[config.mk]
export PLATFORM = sky130hd
export DESIGN_NAME = pdmc_power_down
export DESIGN_NICKNAME = d
export VERILOG_FILES = /design/src/design/pdmc_pkg.sv /design/src/design/pdmc_sync2.sv /design/src/design/pdmc_power_down.sv
export SDC_FILE = /design/constraint.sdc
export NUM_CORES = 1
export LEC_CHECK = 0
export ABC_AREA = 0
export ABC_CLOCK_PERIOD_IN_PS = 6100
export BUFFER_PORTS_ARGS = -buffer_cell sky130_fd_sc_hd__clkbuf_2
export CELL_PAD_IN_SITES_DETAIL_PLACEMENT = 0
export CELL_PAD_IN_SITES_GLOBAL_PLACEMENT = 1
export CORE_ASPECT_RATIO = 1.25
export CORE_MARGIN = 4
export CORE_UTILIZATION = 37
export DETAILED_ROUTE_END_ITERATION = 7
export PLACE_DENSITY = 0.83
export SLEW_MARGIN = 30
export SYNTH_ARGS = -nofsm -noshare
export SYNTH_HDL_FRONTEND = slang
export SYNTH_HIERARCHICAL = 1
export SYNTH_SLANG_ARGS = --single-unit
[constraint.sdc]
create_clock -name aclk -period 6.1 [get_ports aclk]
set_clock_uncertainty 0.05 [all_clocks]
set_input_delay 0.915 -clock aclk [delete_from_list [all_inputs] [get_ports aclk]]
set_output_delay 0.915 -clock aclk [all_outputs]
set_load 0.01 [all_outputs]
[src/design/pdmc_pkg.sv]
// Package for the power-down mode controller: register map, field layout,
// reset values, state encoding and short timing counts.
// Assumes a 32-bit AXI4-Lite register bus and a single 20 MHz system clock.
package pdmc_pkg;

  // Register byte offsets
  localparam logic [31:0] PDMC_SYSCTL_OFFSET = 32'h0000_0000;
  localparam logic [31:0] PDMC_STATUS_OFFSET = 32'h0000_0004;

  // Fields of system_control_reg
  localparam int PDMC_SOFT_STANDBY_SELECT_BIT = 7;
  localparam int PDMC_STS_LSB = 4;
  localparam int PDMC_RSTFLAG_BIT = 3;
  localparam int PDMC_NMI_EDGE_SELECT_BIT = 2;
  localparam int PDMC_HOSTEN_BIT = 1;
  localparam int PDMC_ONCHIP_RAM_ENABLE_BIT = 0;

  // Reset values of system_control_reg
  localparam logic [7:0] PDMC_SYSCTL_RESET = 8'h09;
  localparam logic PDMC_SOFT_STANDBY_SELECT_RESET = 1'b0;
  localparam logic [2:0] PDMC_STS_RESET = 3'h0;
  localparam logic PDMC_NMI_EDGE_SELECT_RESET = 1'b0;
  localparam logic PDMC_HOSTEN_RESET = 1'b0;
  localparam logic PDMC_ONCHIP_RAM_ENABLE_RESET = 1'b1;

  // Fields of the status register
  localparam int PDMC_STAT_STATE_LSB = 0;
  localparam int PDMC_STAT_HW_STANDBY_PIN_N_BIT = 4;
  localparam int PDMC_STAT_RES_BIT = 5;
  localparam int PDMC_STAT_NMI_BIT = 6;
  localparam int PDMC_STAT_MASK_BIT = 7;

  // Settling select codes
  localparam logic [2:0] PDMC_STS_8K = 3'h0;
  localparam logic [2:0] PDMC_STS_16K = 3'h1;
  localparam logic [2:0] PDMC_STS_32K = 3'h2;
  localparam logic [2:0] PDMC_STS_64K = 3'h3;
  localparam logic [2:0] PDMC_STS_128K = 3'h4;
  localparam logic [2:0] PDMC_STS_1K = 3'h5;
  localparam int PDMC_SETTLE_1K_STATES = 1024;
  localparam int PDMC_SETTLE_CNT_W = 18;

  // AXI responses
  localparam logic [1:0] PDMC_RESP_OKAY = 2'h0;
  localparam logic [1:0] PDMC_RESP_SLVERR = 2'h2;

  // Pin synchroniser lane count: nmi, init, standby, irq pins 7..0
  localparam int PDMC_SYNC_W = 11;

  // Gray code along run, sleep, standby, settle; then hw standby, reset hold
  typedef enum logic [2:0] {
    PDMC_RUN = 3'h0,
    PDMC_SLEEP = 3'h1,
    PDMC_SW_HW_STANDBY_PIN_N = 3'h3,
    PDMC_SETTLE = 3'h2,
    PDMC_HW_HW_STANDBY_PIN_N = 3'h6,
    PDMC_INIT_HOLD = 3'h7
  } pdmc_state_t;

  // Controls toward CPU, clock and support modules
  typedef struct packed {
    logic osc_enable;
    logic sysclk_enable;
    logic cpu_halt;
    logic cpu_init;
    logic module_halt;
    logic module_init;
    logic io_hiz;
    logic int_seq_start;
    logic reset_seq_start;
  } pdmc_ctrl_t;

  // Whole module state
  typedef struct packed {
    pdmc_state_t fsm;
    logic [PDMC_SETTLE_CNT_W-1:0] settle_cnt;
    logic nmi_prev;
    logic mask_at_sleep;
    logic soft_standby_select;
    logic [2:0] settle_time_select;
    logic nmi_edge_select;
    logic host_port_enable;
    logic onchip_ram_enable;
    logic int_seq_start;
    logic reset_seq_start;
    logic aw_have;
    logic [31:0] aw_addr;
    logic w_have;
    logic [7:0] w_byte;
    logic w_lane0;
    logic bvalid;
    logic [1:0] bresp;
    logic rvalid;
    logic [31:0] rdata;
    logic [1:0] rresp;
  } pdmc_regs_t;

endpackage : pdmc_pkg

[src/design/pdmc_sync2.sv]
// Two-flop synchroniser for a group of asynchronous pin levels.
// Assumes idle-high pins; lanes reset to ones.
`timescale 1ns/100ps
module pdmc_sync2 #(
  parameter int W = 1
) (
  input wire logic aclk,
  input wire logic aresetn,
  input wire logic [W-1:0] async_in,
  output logic [W-1:0] sync_out
);

  logic [W-1:0] stage1_reg;
  logic [W-1:0] stage2_reg;

  // First stage feeds only the second stage
  always_ff @(posedge aclk) begin
    if (!aresetn) begin
      stage1_reg <= '1;
      stage2_reg <= '1;
    end else begin
      stage1_reg <= async_in;
      stage2_reg <= stage1_reg;
    end
  end

  assign sync_out = stage2_reg;

endmodule : pdmc_sync2

[src/design/pdmc_power_down.sv]
// Power-down mode controller: sleep, software standby with settling wait,
// hardware standby, and the AXI4-Lite system control register.
// Assumes the CPU pulses sleep_exec for one aclk cycle when it executes
// sleep, and that the oscillator clock is modelled by aclk gated by osc_enable.
//
// Chosen here: the register addresses and register access over AXI4-Lite.
`timescale 1ns/100ps
module pdmc_power_down #(
  parameter int unsigned SETTLE_8K_STATES = 8192,
  parameter int unsigned SETTLE_16K_STATES = 16384,
  parameter int unsigned SETTLE_32K_STATES = 32768,
  parameter int unsigned SETTLE_64K_STATES = 65536,
  parameter int unsigned SETTLE_128K_STATES = 131072
) (
  input wire logic aclk,
  input wire logic aresetn,
  input wire logic [31:0] s_axi_awaddr,
  input wire logic [2:0] s_axi_awprot,
  input wire logic s_axi_awvalid,
  output logic s_axi_awready,
  input wire logic [31:0] s_axi_wdata,
  input wire logic [3:0] s_axi_wstrb,
  input wire logic s_axi_wvalid,
  output logic s_axi_wready,
  output logic [1:0] s_axi_bresp,
  output logic s_axi_bvalid,
  input wire logic s_axi_bready,
  input wire logic [31:0] s_axi_araddr,
  input wire logic [2:0] s_axi_arprot,
  input wire logic s_axi_arvalid,
  output logic s_axi_arready,
  output logic [31:0] s_axi_rdata,
  output logic [1:0] s_axi_rresp,
  output logic s_axi_rvalid,
  input wire logic s_axi_rready,
  input wire logic sleep_exec,
  input wire logic cpu_int_mask,
  input wire logic module_irq,
  input wire logic [7:0] irq_enable,
  input wire logic [7:0] ext_irq_pin_n,
  input wire logic nmi_pin,
  input wire logic hard_init_pin_n,
  input wire logic hw_standby_pin_n,
  output pdmc_pkg::pdmc_ctrl_t ctrl,
  output logic onchip_ram_enable,
  output logic nmi_edge_select,
  output logic host_port_enable,
  output logic [2:0] power_mode
);

  pdmc_pkg::pdmc_regs_t state_reg;
  pdmc_pkg::pdmc_regs_t state_next;

  logic [pdmc_pkg::PDMC_SYNC_W-1:0] pins_sync;
  logic nmi_s;
  logic init_n_s;
  logic hw_standby_pin_n_n_s;
  logic [7:0] irq_pin_s;
  logic nmi_event;
  logic [7:0] irq_req;
  logic sleep_wake;
  logic hw_standby_pin_n_wake;
  logic [pdmc_pkg::PDMC_SETTLE_CNT_W-1:0] settle_load;
  int unsigned settle_states;
  logic [7:0] sysctl_value;
  logic [31:0] status_value;
  logic aw_hs;
  logic w_hs;
  logic ar_hs;
  logic in_init;

  pdmc_sync2 #(
    .W(pdmc_pkg::PDMC_SYNC_W)
  ) u_pin_sync (
    .aclk(aclk),
    .aresetn(aresetn),
    .async_in({nmi_pin, hard_init_pin_n, hw_standby_pin_n, ext_irq_pin_n}),
    .sync_out(pins_sync)
  );

  assign nmi_s = pins_sync[10];
  assign init_n_s = pins_sync[9];
  assign hw_standby_pin_n_n_s = pins_sync[8];
  assign irq_pin_s = ~pins_sync[7:0];

  // Edge follows the select bit; the sleep handler may flip it first
  assign nmi_event = state_reg.nmi_edge_select ? (nmi_s & ~state_reg.nmi_prev)
                                               : (~nmi_s & state_reg.nmi_prev);
  // Disabled sources never request
  assign irq_req = irq_pin_s & irq_enable;
  // Mask taken at sleep entry leaves only NMI
  assign sleep_wake = nmi_event |
                      (~state_reg.mask_at_sleep & (module_irq | (|irq_req)));
  // Standby wake sources; IRQ6 includes the key input lane
  assign hw_standby_pin_n_wake = nmi_event | (|irq_req[2:0]) | irq_req[6];

  always_comb begin
    settle_states = SETTLE_128K_STATES;
    case (state_reg.settle_time_select)
      pdmc_pkg::PDMC_STS_8K: settle_states = SETTLE_8K_STATES;
      pdmc_pkg::PDMC_STS_16K: settle_states = SETTLE_16K_STATES;
      pdmc_pkg::PDMC_STS_32K: settle_states = SETTLE_32K_STATES;
      pdmc_pkg::PDMC_STS_64K: settle_states = SETTLE_64K_STATES;
      pdmc_pkg::PDMC_STS_128K: settle_states = SETTLE_128K_STATES;
      pdmc_pkg::PDMC_STS_1K:
        settle_states = unsigned'(pdmc_pkg::PDMC_SETTLE_1K_STATES);
      // Unused codes fall back to the longest wait, the safe side
      default: settle_states = SETTLE_128K_STATES;
    endcase
    settle_load = pdmc_pkg::PDMC_SETTLE_CNT_W'(settle_states - 1);
  end

  always_comb begin
    sysctl_value = 8'h00;
    sysctl_value[pdmc_pkg::PDMC_SOFT_STANDBY_SELECT_BIT] = state_reg.soft_standby_select;
    sysctl_value[pdmc_pkg::PDMC_STS_LSB +: 3] = state_reg.settle_time_select;
    sysctl_value[pdmc_pkg::PDMC_RSTFLAG_BIT] =
      pdmc_pkg::PDMC_SYSCTL_RESET[pdmc_pkg::PDMC_RSTFLAG_BIT];
    sysctl_value[pdmc_pkg::PDMC_NMI_EDGE_SELECT_BIT] = state_reg.nmi_edge_select;
    sysctl_value[pdmc_pkg::PDMC_HOSTEN_BIT] = state_reg.host_port_enable;
    sysctl_value[pdmc_pkg::PDMC_ONCHIP_RAM_ENABLE_BIT] = state_reg.onchip_ram_enable;
    status_value = 32'h0000_0000;
    status_value[pdmc_pkg::PDMC_STAT_STATE_LSB +: 3] = state_reg.fsm;
    status_value[pdmc_pkg::PDMC_STAT_HW_STANDBY_PIN_N_BIT] = hw_standby_pin_n_n_s;
    status_value[pdmc_pkg::PDMC_STAT_RES_BIT] = init_n_s;
    status_value[pdmc_pkg::PDMC_STAT_NMI_BIT] = nmi_s;
    status_value[pdmc_pkg::PDMC_STAT_MASK_BIT] = state_reg.mask_at_sleep;
  end

  assign s_axi_awready = ~state_reg.aw_have & ~state_reg.bvalid;
  assign s_axi_wready = ~state_reg.w_have & ~state_reg.bvalid;
  assign s_axi_arready = ~state_reg.rvalid;
  assign aw_hs = s_axi_awvalid & s_axi_awready;
  assign w_hs = s_axi_wvalid & s_axi_wready;
  assign ar_hs = s_axi_arvalid & s_axi_arready;
  assign in_init = (state_reg.fsm == pdmc_pkg::PDMC_HW_HW_STANDBY_PIN_N) |
                   (state_reg.fsm == pdmc_pkg::PDMC_INIT_HOLD);

  always_comb begin
    state_next = state_reg;
    state_next.int_seq_start = 1'b0;
    state_next.reset_seq_start = 1'b0;
    state_next.nmi_prev = nmi_s;

    // Bus write side; address and data accepted in either order
    if (aw_hs) begin
      state_next.aw_have = 1'b1;
      state_next.aw_addr = s_axi_awaddr;
    end
    if (w_hs) begin
      state_next.w_have = 1'b1;
      state_next.w_byte = s_axi_wdata[7:0];
      state_next.w_lane0 = s_axi_wstrb[0];
    end
    if (state_reg.aw_have && state_reg.w_have && !state_reg.bvalid) begin
      state_next.aw_have = 1'b0;
      state_next.w_have = 1'b0;
      state_next.bvalid = 1'b1;
      state_next.bresp = pdmc_pkg::PDMC_RESP_OKAY;
      if (state_reg.aw_addr == pdmc_pkg::PDMC_SYSCTL_OFFSET) begin
        if (state_reg.w_lane0 && !in_init) begin
          state_next.soft_standby_select = state_reg.w_byte[pdmc_pkg::PDMC_SOFT_STANDBY_SELECT_BIT];
          state_next.settle_time_select = state_reg.w_byte[pdmc_pkg::PDMC_STS_LSB +: 3];
          state_next.nmi_edge_select = state_reg.w_byte[pdmc_pkg::PDMC_NMI_EDGE_SELECT_BIT];
          state_next.host_port_enable = state_reg.w_byte[pdmc_pkg::PDMC_HOSTEN_BIT];
          state_next.onchip_ram_enable = state_reg.w_byte[pdmc_pkg::PDMC_ONCHIP_RAM_ENABLE_BIT];
        end
      end else if (state_reg.aw_addr != pdmc_pkg::PDMC_STATUS_OFFSET) begin
        state_next.bresp = pdmc_pkg::PDMC_RESP_SLVERR;
      end
    end
    if (state_reg.bvalid && s_axi_bready) begin
      state_next.bvalid = 1'b0;
    end

    // Bus read side
    if (state_reg.rvalid && s_axi_rready) begin
      state_next.rvalid = 1'b0;
    end
    if (ar_hs) begin
      state_next.rvalid = 1'b1;
      state_next.rresp = pdmc_pkg::PDMC_RESP_OKAY;
      state_next.rdata = 32'h0000_0000;
      if (s_axi_araddr == pdmc_pkg::PDMC_SYSCTL_OFFSET) begin
        state_next.rdata = {24'h00_0000, sysctl_value};
      end else if (s_axi_araddr == pdmc_pkg::PDMC_STATUS_OFFSET) begin
        state_next.rdata = status_value;
      end else begin
        state_next.rresp = pdmc_pkg::PDMC_RESP_SLVERR;
      end
    end

    // Mode sequencing; standby pin wins over everything, then init pin
    if (state_reg.settle_cnt != '0) begin
      state_next.settle_cnt = state_reg.settle_cnt - 1'b1;
    end
    case (state_reg.fsm)
      pdmc_pkg::PDMC_RUN: begin
        if (sleep_exec) begin
          state_next.mask_at_sleep = cpu_int_mask;
          state_next.fsm = state_reg.soft_standby_select ? pdmc_pkg::PDMC_SW_HW_STANDBY_PIN_N
                                                         : pdmc_pkg::PDMC_SLEEP;
        end
      end
      pdmc_pkg::PDMC_SLEEP: begin
        if (sleep_wake) begin
          state_next.fsm = pdmc_pkg::PDMC_RUN;
          state_next.int_seq_start = 1'b1;
        end
      end
      pdmc_pkg::PDMC_SW_HW_STANDBY_PIN_N: begin
        if (hw_standby_pin_n_wake) begin
          state_next.fsm = pdmc_pkg::PDMC_SETTLE;
          state_next.settle_cnt = settle_load;
        end
      end
      pdmc_pkg::PDMC_SETTLE: begin
        // Clock stays gated until the count runs out
        if (state_reg.settle_cnt == '0) begin
          state_next.fsm = pdmc_pkg::PDMC_RUN;
          state_next.int_seq_start = 1'b1;
        end
      end
      pdmc_pkg::PDMC_HW_HW_STANDBY_PIN_N: begin
        // Standby high restarts the oscillator; reset still held
        state_next.fsm = pdmc_pkg::PDMC_INIT_HOLD;
      end
      pdmc_pkg::PDMC_INIT_HOLD: begin
        if (init_n_s) begin
          state_next.fsm = pdmc_pkg::PDMC_RUN;
          state_next.reset_seq_start = 1'b1;
        end
      end
      default: state_next.fsm = pdmc_pkg::PDMC_INIT_HOLD;
    endcase
    if (!init_n_s && state_reg.fsm != pdmc_pkg::PDMC_HW_HW_STANDBY_PIN_N) begin
      state_next.fsm = pdmc_pkg::PDMC_INIT_HOLD;
      state_next.int_seq_start = 1'b0;
      state_next.reset_seq_start = 1'b0;
    end
    if (!hw_standby_pin_n_n_s) begin
      state_next.fsm = pdmc_pkg::PDMC_HW_HW_STANDBY_PIN_N;
      state_next.int_seq_start = 1'b0;
      state_next.reset_seq_start = 1'b0;
    end
    // Initialisation returns control bits to reset values; sw standby keeps them
    if (in_init) begin
      state_next.soft_standby_select = pdmc_pkg::PDMC_SOFT_STANDBY_SELECT_RESET;
      state_next.settle_time_select = pdmc_pkg::PDMC_STS_RESET;
      state_next.nmi_edge_select = pdmc_pkg::PDMC_NMI_EDGE_SELECT_RESET;
      state_next.host_port_enable = pdmc_pkg::PDMC_HOSTEN_RESET;
      state_next.onchip_ram_enable = pdmc_pkg::PDMC_ONCHIP_RAM_ENABLE_RESET;
      state_next.settle_cnt = '0;
    end
  end

  always_ff @(posedge aclk) begin
    if (!aresetn) begin
      state_reg <= '0;
      state_reg.fsm <= pdmc_pkg::PDMC_RUN;
      state_reg.nmi_prev <= 1'b1;
      state_reg.soft_standby_select <= pdmc_pkg::PDMC_SOFT_STANDBY_SELECT_RESET;
      state_reg.settle_time_select <= pdmc_pkg::PDMC_STS_RESET;
      state_reg.nmi_edge_select <= pdmc_pkg::PDMC_NMI_EDGE_SELECT_RESET;
      state_reg.host_port_enable <= pdmc_pkg::PDMC_HOSTEN_RESET;
      state_reg.onchip_ram_enable <= pdmc_pkg::PDMC_ONCHIP_RAM_ENABLE_RESET;
    end else begin
      state_reg <= state_next;
    end
  end

  // Mode decode from the state register
  always_comb begin
    ctrl = '0;
    ctrl.int_seq_start = state_reg.int_seq_start;
    ctrl.reset_seq_start = state_reg.reset_seq_start;
    case (state_reg.fsm)
      pdmc_pkg::PDMC_RUN: begin
        ctrl.osc_enable = 1'b1;
        ctrl.sysclk_enable = 1'b1;
      end
      pdmc_pkg::PDMC_SLEEP: begin
        ctrl.osc_enable = 1'b1;
        ctrl.sysclk_enable = 1'b1;
        ctrl.cpu_halt = 1'b1;
      end
      pdmc_pkg::PDMC_SW_HW_STANDBY_PIN_N, pdmc_pkg::PDMC_SETTLE: begin
        // CPU registers and ports held; modules initialised
        ctrl.osc_enable = (state_reg.fsm == pdmc_pkg::PDMC_SETTLE);
        ctrl.cpu_halt = 1'b1;
        ctrl.module_halt = 1'b1;
        ctrl.module_init = 1'b1;
      end
      pdmc_pkg::PDMC_HW_HW_STANDBY_PIN_N: begin
        ctrl.cpu_halt = 1'b1;
        ctrl.cpu_init = 1'b1;
        ctrl.module_halt = 1'b1;
        ctrl.module_init = 1'b1;
        ctrl.io_hiz = 1'b1;
      end
      pdmc_pkg::PDMC_INIT_HOLD: begin
        ctrl.osc_enable = 1'b1;
        ctrl.cpu_halt = 1'b1;
        ctrl.cpu_init = 1'b1;
        ctrl.module_halt = 1'b1;
        ctrl.module_init = 1'b1;
      end
      default: ctrl.cpu_halt = 1'b1;
    endcase
  end

  assign s_axi_bvalid = state_reg.bvalid;
  assign s_axi_bresp = state_reg.bresp;
  assign s_axi_rvalid = state_reg.rvalid;
  assign s_axi_rdata = state_reg.rdata;
  assign s_axi_rresp = state_reg.rresp;
  assign onchip_ram_enable = state_reg.onchip_ram_enable;
  assign nmi_edge_select = state_reg.nmi_edge_select;
  assign host_port_enable = state_reg.host_port_enable;
  assign power_mode = state_reg.fsm;

endmodule : pdmc_power_down

==> impl_results.md <==
* First-iteration detailed-routing DRC count at between 100 and 150
* Via Count at approximately 4000
* CP Class: input pin to flop
* IO Port Bufs at 130
* Worst VDD drop at 0.0001458 V
* DRC violations left at 0
* Htree depth at 3
* Via count of the first global-routing pass at 3918
* Initial Util at between 30% and 40%
* Ant. Diodes at 0
* Post-layout util at between 40% and 50%
* Cells after Synth at around 570
* Final cell count without fillers at 835
* TNS Setup at 0 ns
* Fin. max-slew vios at 0
* Yosys reg bits at roughly 110
* Largest cells by area after synthesis: dfxtp_1, nand2_1, buf_4
* Core area at ~13000 um^2
* Global-route wire length before repair at 18.40 mm
* Cell row count at 46
* Final setup fails at 0
* Setup Fix Bufs, Post-CTS at 0
* Hold Path Sink: u_pin_sync/sync_out[5]
* Clk pin slew, worst setup/hold paths at approximately 0.07 ns
* Largest net degree at the start of global routing at 47
* Worst skew pair latency at approximately 0.34 ns
* Layout area overhead at 17.61%
* Post-CTS Resized at 0
* P_leak at around 2.4 nW
* Post-route cell area at roughly 5600 um^2
* Post-Place Setup Slack at 2.991 ns
* Setup slack, reg-to-reg at about 3.4 ns
* Routed vias/inst at around 4.8
* WHS at roughly 0.36 ns
* Req. time, crit path at ~6.3 ns
* Async SR Flop Fraction at 0%
* Drt pass-1 iters at 5
* I/O pin count at between 150 and 200
* Chip height at between 100 and 150 um
* CTS sink count at about 110
* Remaining Overflow, GRT at 0
* Library cells used by synthesis at 55
* Hold-fix buffers, CTS at 0
* Die Wd at ~110 um
* Cts bufs inserted at 9
* Arrival time worst endpoint at 2.98 ns
* CTS root buf: clkbuf_16
* Hold Path Depth at 1
* Number of flip-flops in the largest register at 66
* Aggregate global-route resource usage at between 10% and 20%
* Crit end category: flop
* GPL Wtd Cong at roughly 0.8
* Mean Syn Cell Area at around 8.4 um^2
* CTS tree: built
* Pwr/cell area at around 360 nW/um^2
* Reg-to-Reg Start: state_reg[92]
* Final period util at between 40% and 50%
* Reg-to-Reg End: state_reg[93]
* Proportion of layout cells with a drive suffix above 1 at a little under a quarter
* Post-DP HPWL at approximately 9 mm
* WL final at roughly 11 mm
* Status: finished, final reports clean
* Startpoint Class: input pin
* Final min period at about 2.8 ns
* Max-cap violations at 0
* RSZ-0062 raised after global routing: false
* Post-synth top area share at a little under half
* Measured slew at the worst slew-check pin at between 0.8 and 0.9 ns
* Worst-case reg-to-reg path depth at 7
* Avg WL per Cell at approximately 14 um
* Syn Std Cell Area at between 4000 and 5000 um^2
* Sequential-to-total area share from yosys stat at a little under half
* Post-synth EDFFs at 0
* Placed instance area at roughly 5300 um^2
* CP max FO at 46
* Cell taking the most area after synthesis: dfxtp_1
* Final Hold Fails at 0
* Worst hold path type: flop to flop
* Final ANT Viol Nets at 0
* CTS Buffer Depth at 2
* Die ar. at roughly 15000 um^2
* Antenna violations before repair at 0
* Final #Nets at between 700 and 800
* Achievable frequency at about 360 MHz
* Total power at between 2 and 2.5 mW
* Min-Delay Startpoint: u_pin_sync/stage1_reg[5]
* Relative slew slack at about 44%
* Prevailing post-synth register cell: dfxtp_1
* Ys Warns at 6
* Dpl cells at ~820
* Final worst slack at 3.339 ns
[cells in the mapped netlist, types with 4 or more instances]
| cell type | number |
|---|---|
| dfxtp_1 | 108 |
| nand2_1 | 106 |
| a21oi_1 | 59 |
| buf_4 | 43 |
| nor2_1 | 29 |
| nand2b_1 | 27 |
| clkbuf_1 | 19 |
| o21ai_0 | 19 |
| mux2i_1 | 16 |
| nor4_1 | 16 |
| inv_1 | 13 |
| and2_1 | 11 |
| nor3_1 | 9 |
| xor2_1 | 9 |
| nor2b_1 | 6 |
| or4_1 | 5 |
| a211oi_1 | 4 |
| buf_1 | 4 |
| nand4_1 | 4 |
| or3_1 | 4 |
| xnor2_1 | 4 |
[worst max-delay path, stage by stage]
cell and delay [ns]:
clkbuf_2 0.56, inv_2 0.54, nor2_1 0.52, o21ai_0 0.25
a31oi_1 0.18
[layer usage]
layer	track usage, %	routed length (um)	vias to the layer above
li1	-	-	2043
met5	0	0	-
met4	4.297	117	0
met3	4.448	809	10
met2	27.94	5885	114
met1	18.04	4522	1857
[where the power goes]
group / internal (mW) / total, mW / leakage [nW] / switching, mW
logic: 0.227 / 0.546 / 1.40 / 0.319
clock network: 0.345 / 0.605 / 0.157 / 0.260
registers: 0.785 / 0.861 / 0.887 / 0.0767
total: 1.36 / 2.01 / 2.44 / 0.656
[worst max path at each step]
| stage | start | end | slack (ns) | depth (start not counted) |
|---|---|---|---|---|
| after detailed placement | aresetn | state_reg[103] | 2.99 | 5 |
| after global routing | aresetn | state_reg[103] | 3.03 | 5 |
| after floorplan | irq_enable[2] | state_reg[108] | 3.49 | 6 |
| final | aresetn | state_reg[103] | 3.34 | 5 |
| after global placement | aresetn | state_reg[103] | 3.05 | 5 |
| after CTS | aresetn | state_reg[103] | 3.34 | 5 |
[cells by family (layout without fill, tap and decap cells)]
| kind of cell | after synthesis | count (layout) | share of synthesized area, % |
|---|---|---|---|
| DFF | 108 | 108 | 45.41 |
| xor gates and xnor gates | 13 | 13 | 2.392 |
| other | 1 | 26 | 0.07877 |
| AOI/OAI and AO/OA | 103 | 103 | 12.56 |
| muxes | 18 | 18 | 3.837 |
| buffers and inverters | 85 | 161 | 10.46 |
| adders and majority gates | 2 | 2 | 0.5255 |
| and+or+nand+nor | 236 | 236 | 24.73 |
[area by class of cell]
type                    count  area (um^2)
clock buffers              11        252.7
well taps                 168        210.2
clock inverters             5        65.06
fillers                  1300         7063
repair buffers            131        658.1
inverters                  14        52.55
flip-flops and latches    108         2162
multi-input cells         398         2198
[cell usage in the layout (no fill, tap or decap), types with 2 or more instances in the layout]
master / Yosys / layout
a211o_1: 2 / 2
a211oi_1: 4 / 4
a21oi_1: 59 / 59
a311oi_1: 2 / 2
a31oi_1: 3 / 3
and2_1: 11 / 10
and3b_1: 2 / 2
clkbuf_16: 0 / 9
clkbuf_2: 0 / 130
clkbuf_8: 0 / 2
clkinv_4: 0 / 2
conb_1: 1 / 26
dfxtp_1: 108 / 108
ha_1: 2 / 2
inv_1: 13 / 13
inv_6: 0 / 2
mux2_2: 2 / 2
mux2i_1: 16 / 16
nand2_1: 106 / 105
nand2b_1: 27 / 27
nand3_1: 3 / 3
nand3b_1: 2 / 2
nand4_1: 4 / 4
nor2_1: 29 / 29
nor2b_1: 6 / 6
nor3_1: 9 / 9
nor4_1: 16 / 16
o211ai_1: 3 / 3
o21ai_0: 19 / 19
o31a_1: 2 / 2
or2_2: 3 / 3
or3_1: 4 / 4
or4_1: 5 / 5
xnor2_1: 4 / 4
xor2_1: 9 / 9
No activity file was read; power rests on OpenSTA's default activity.
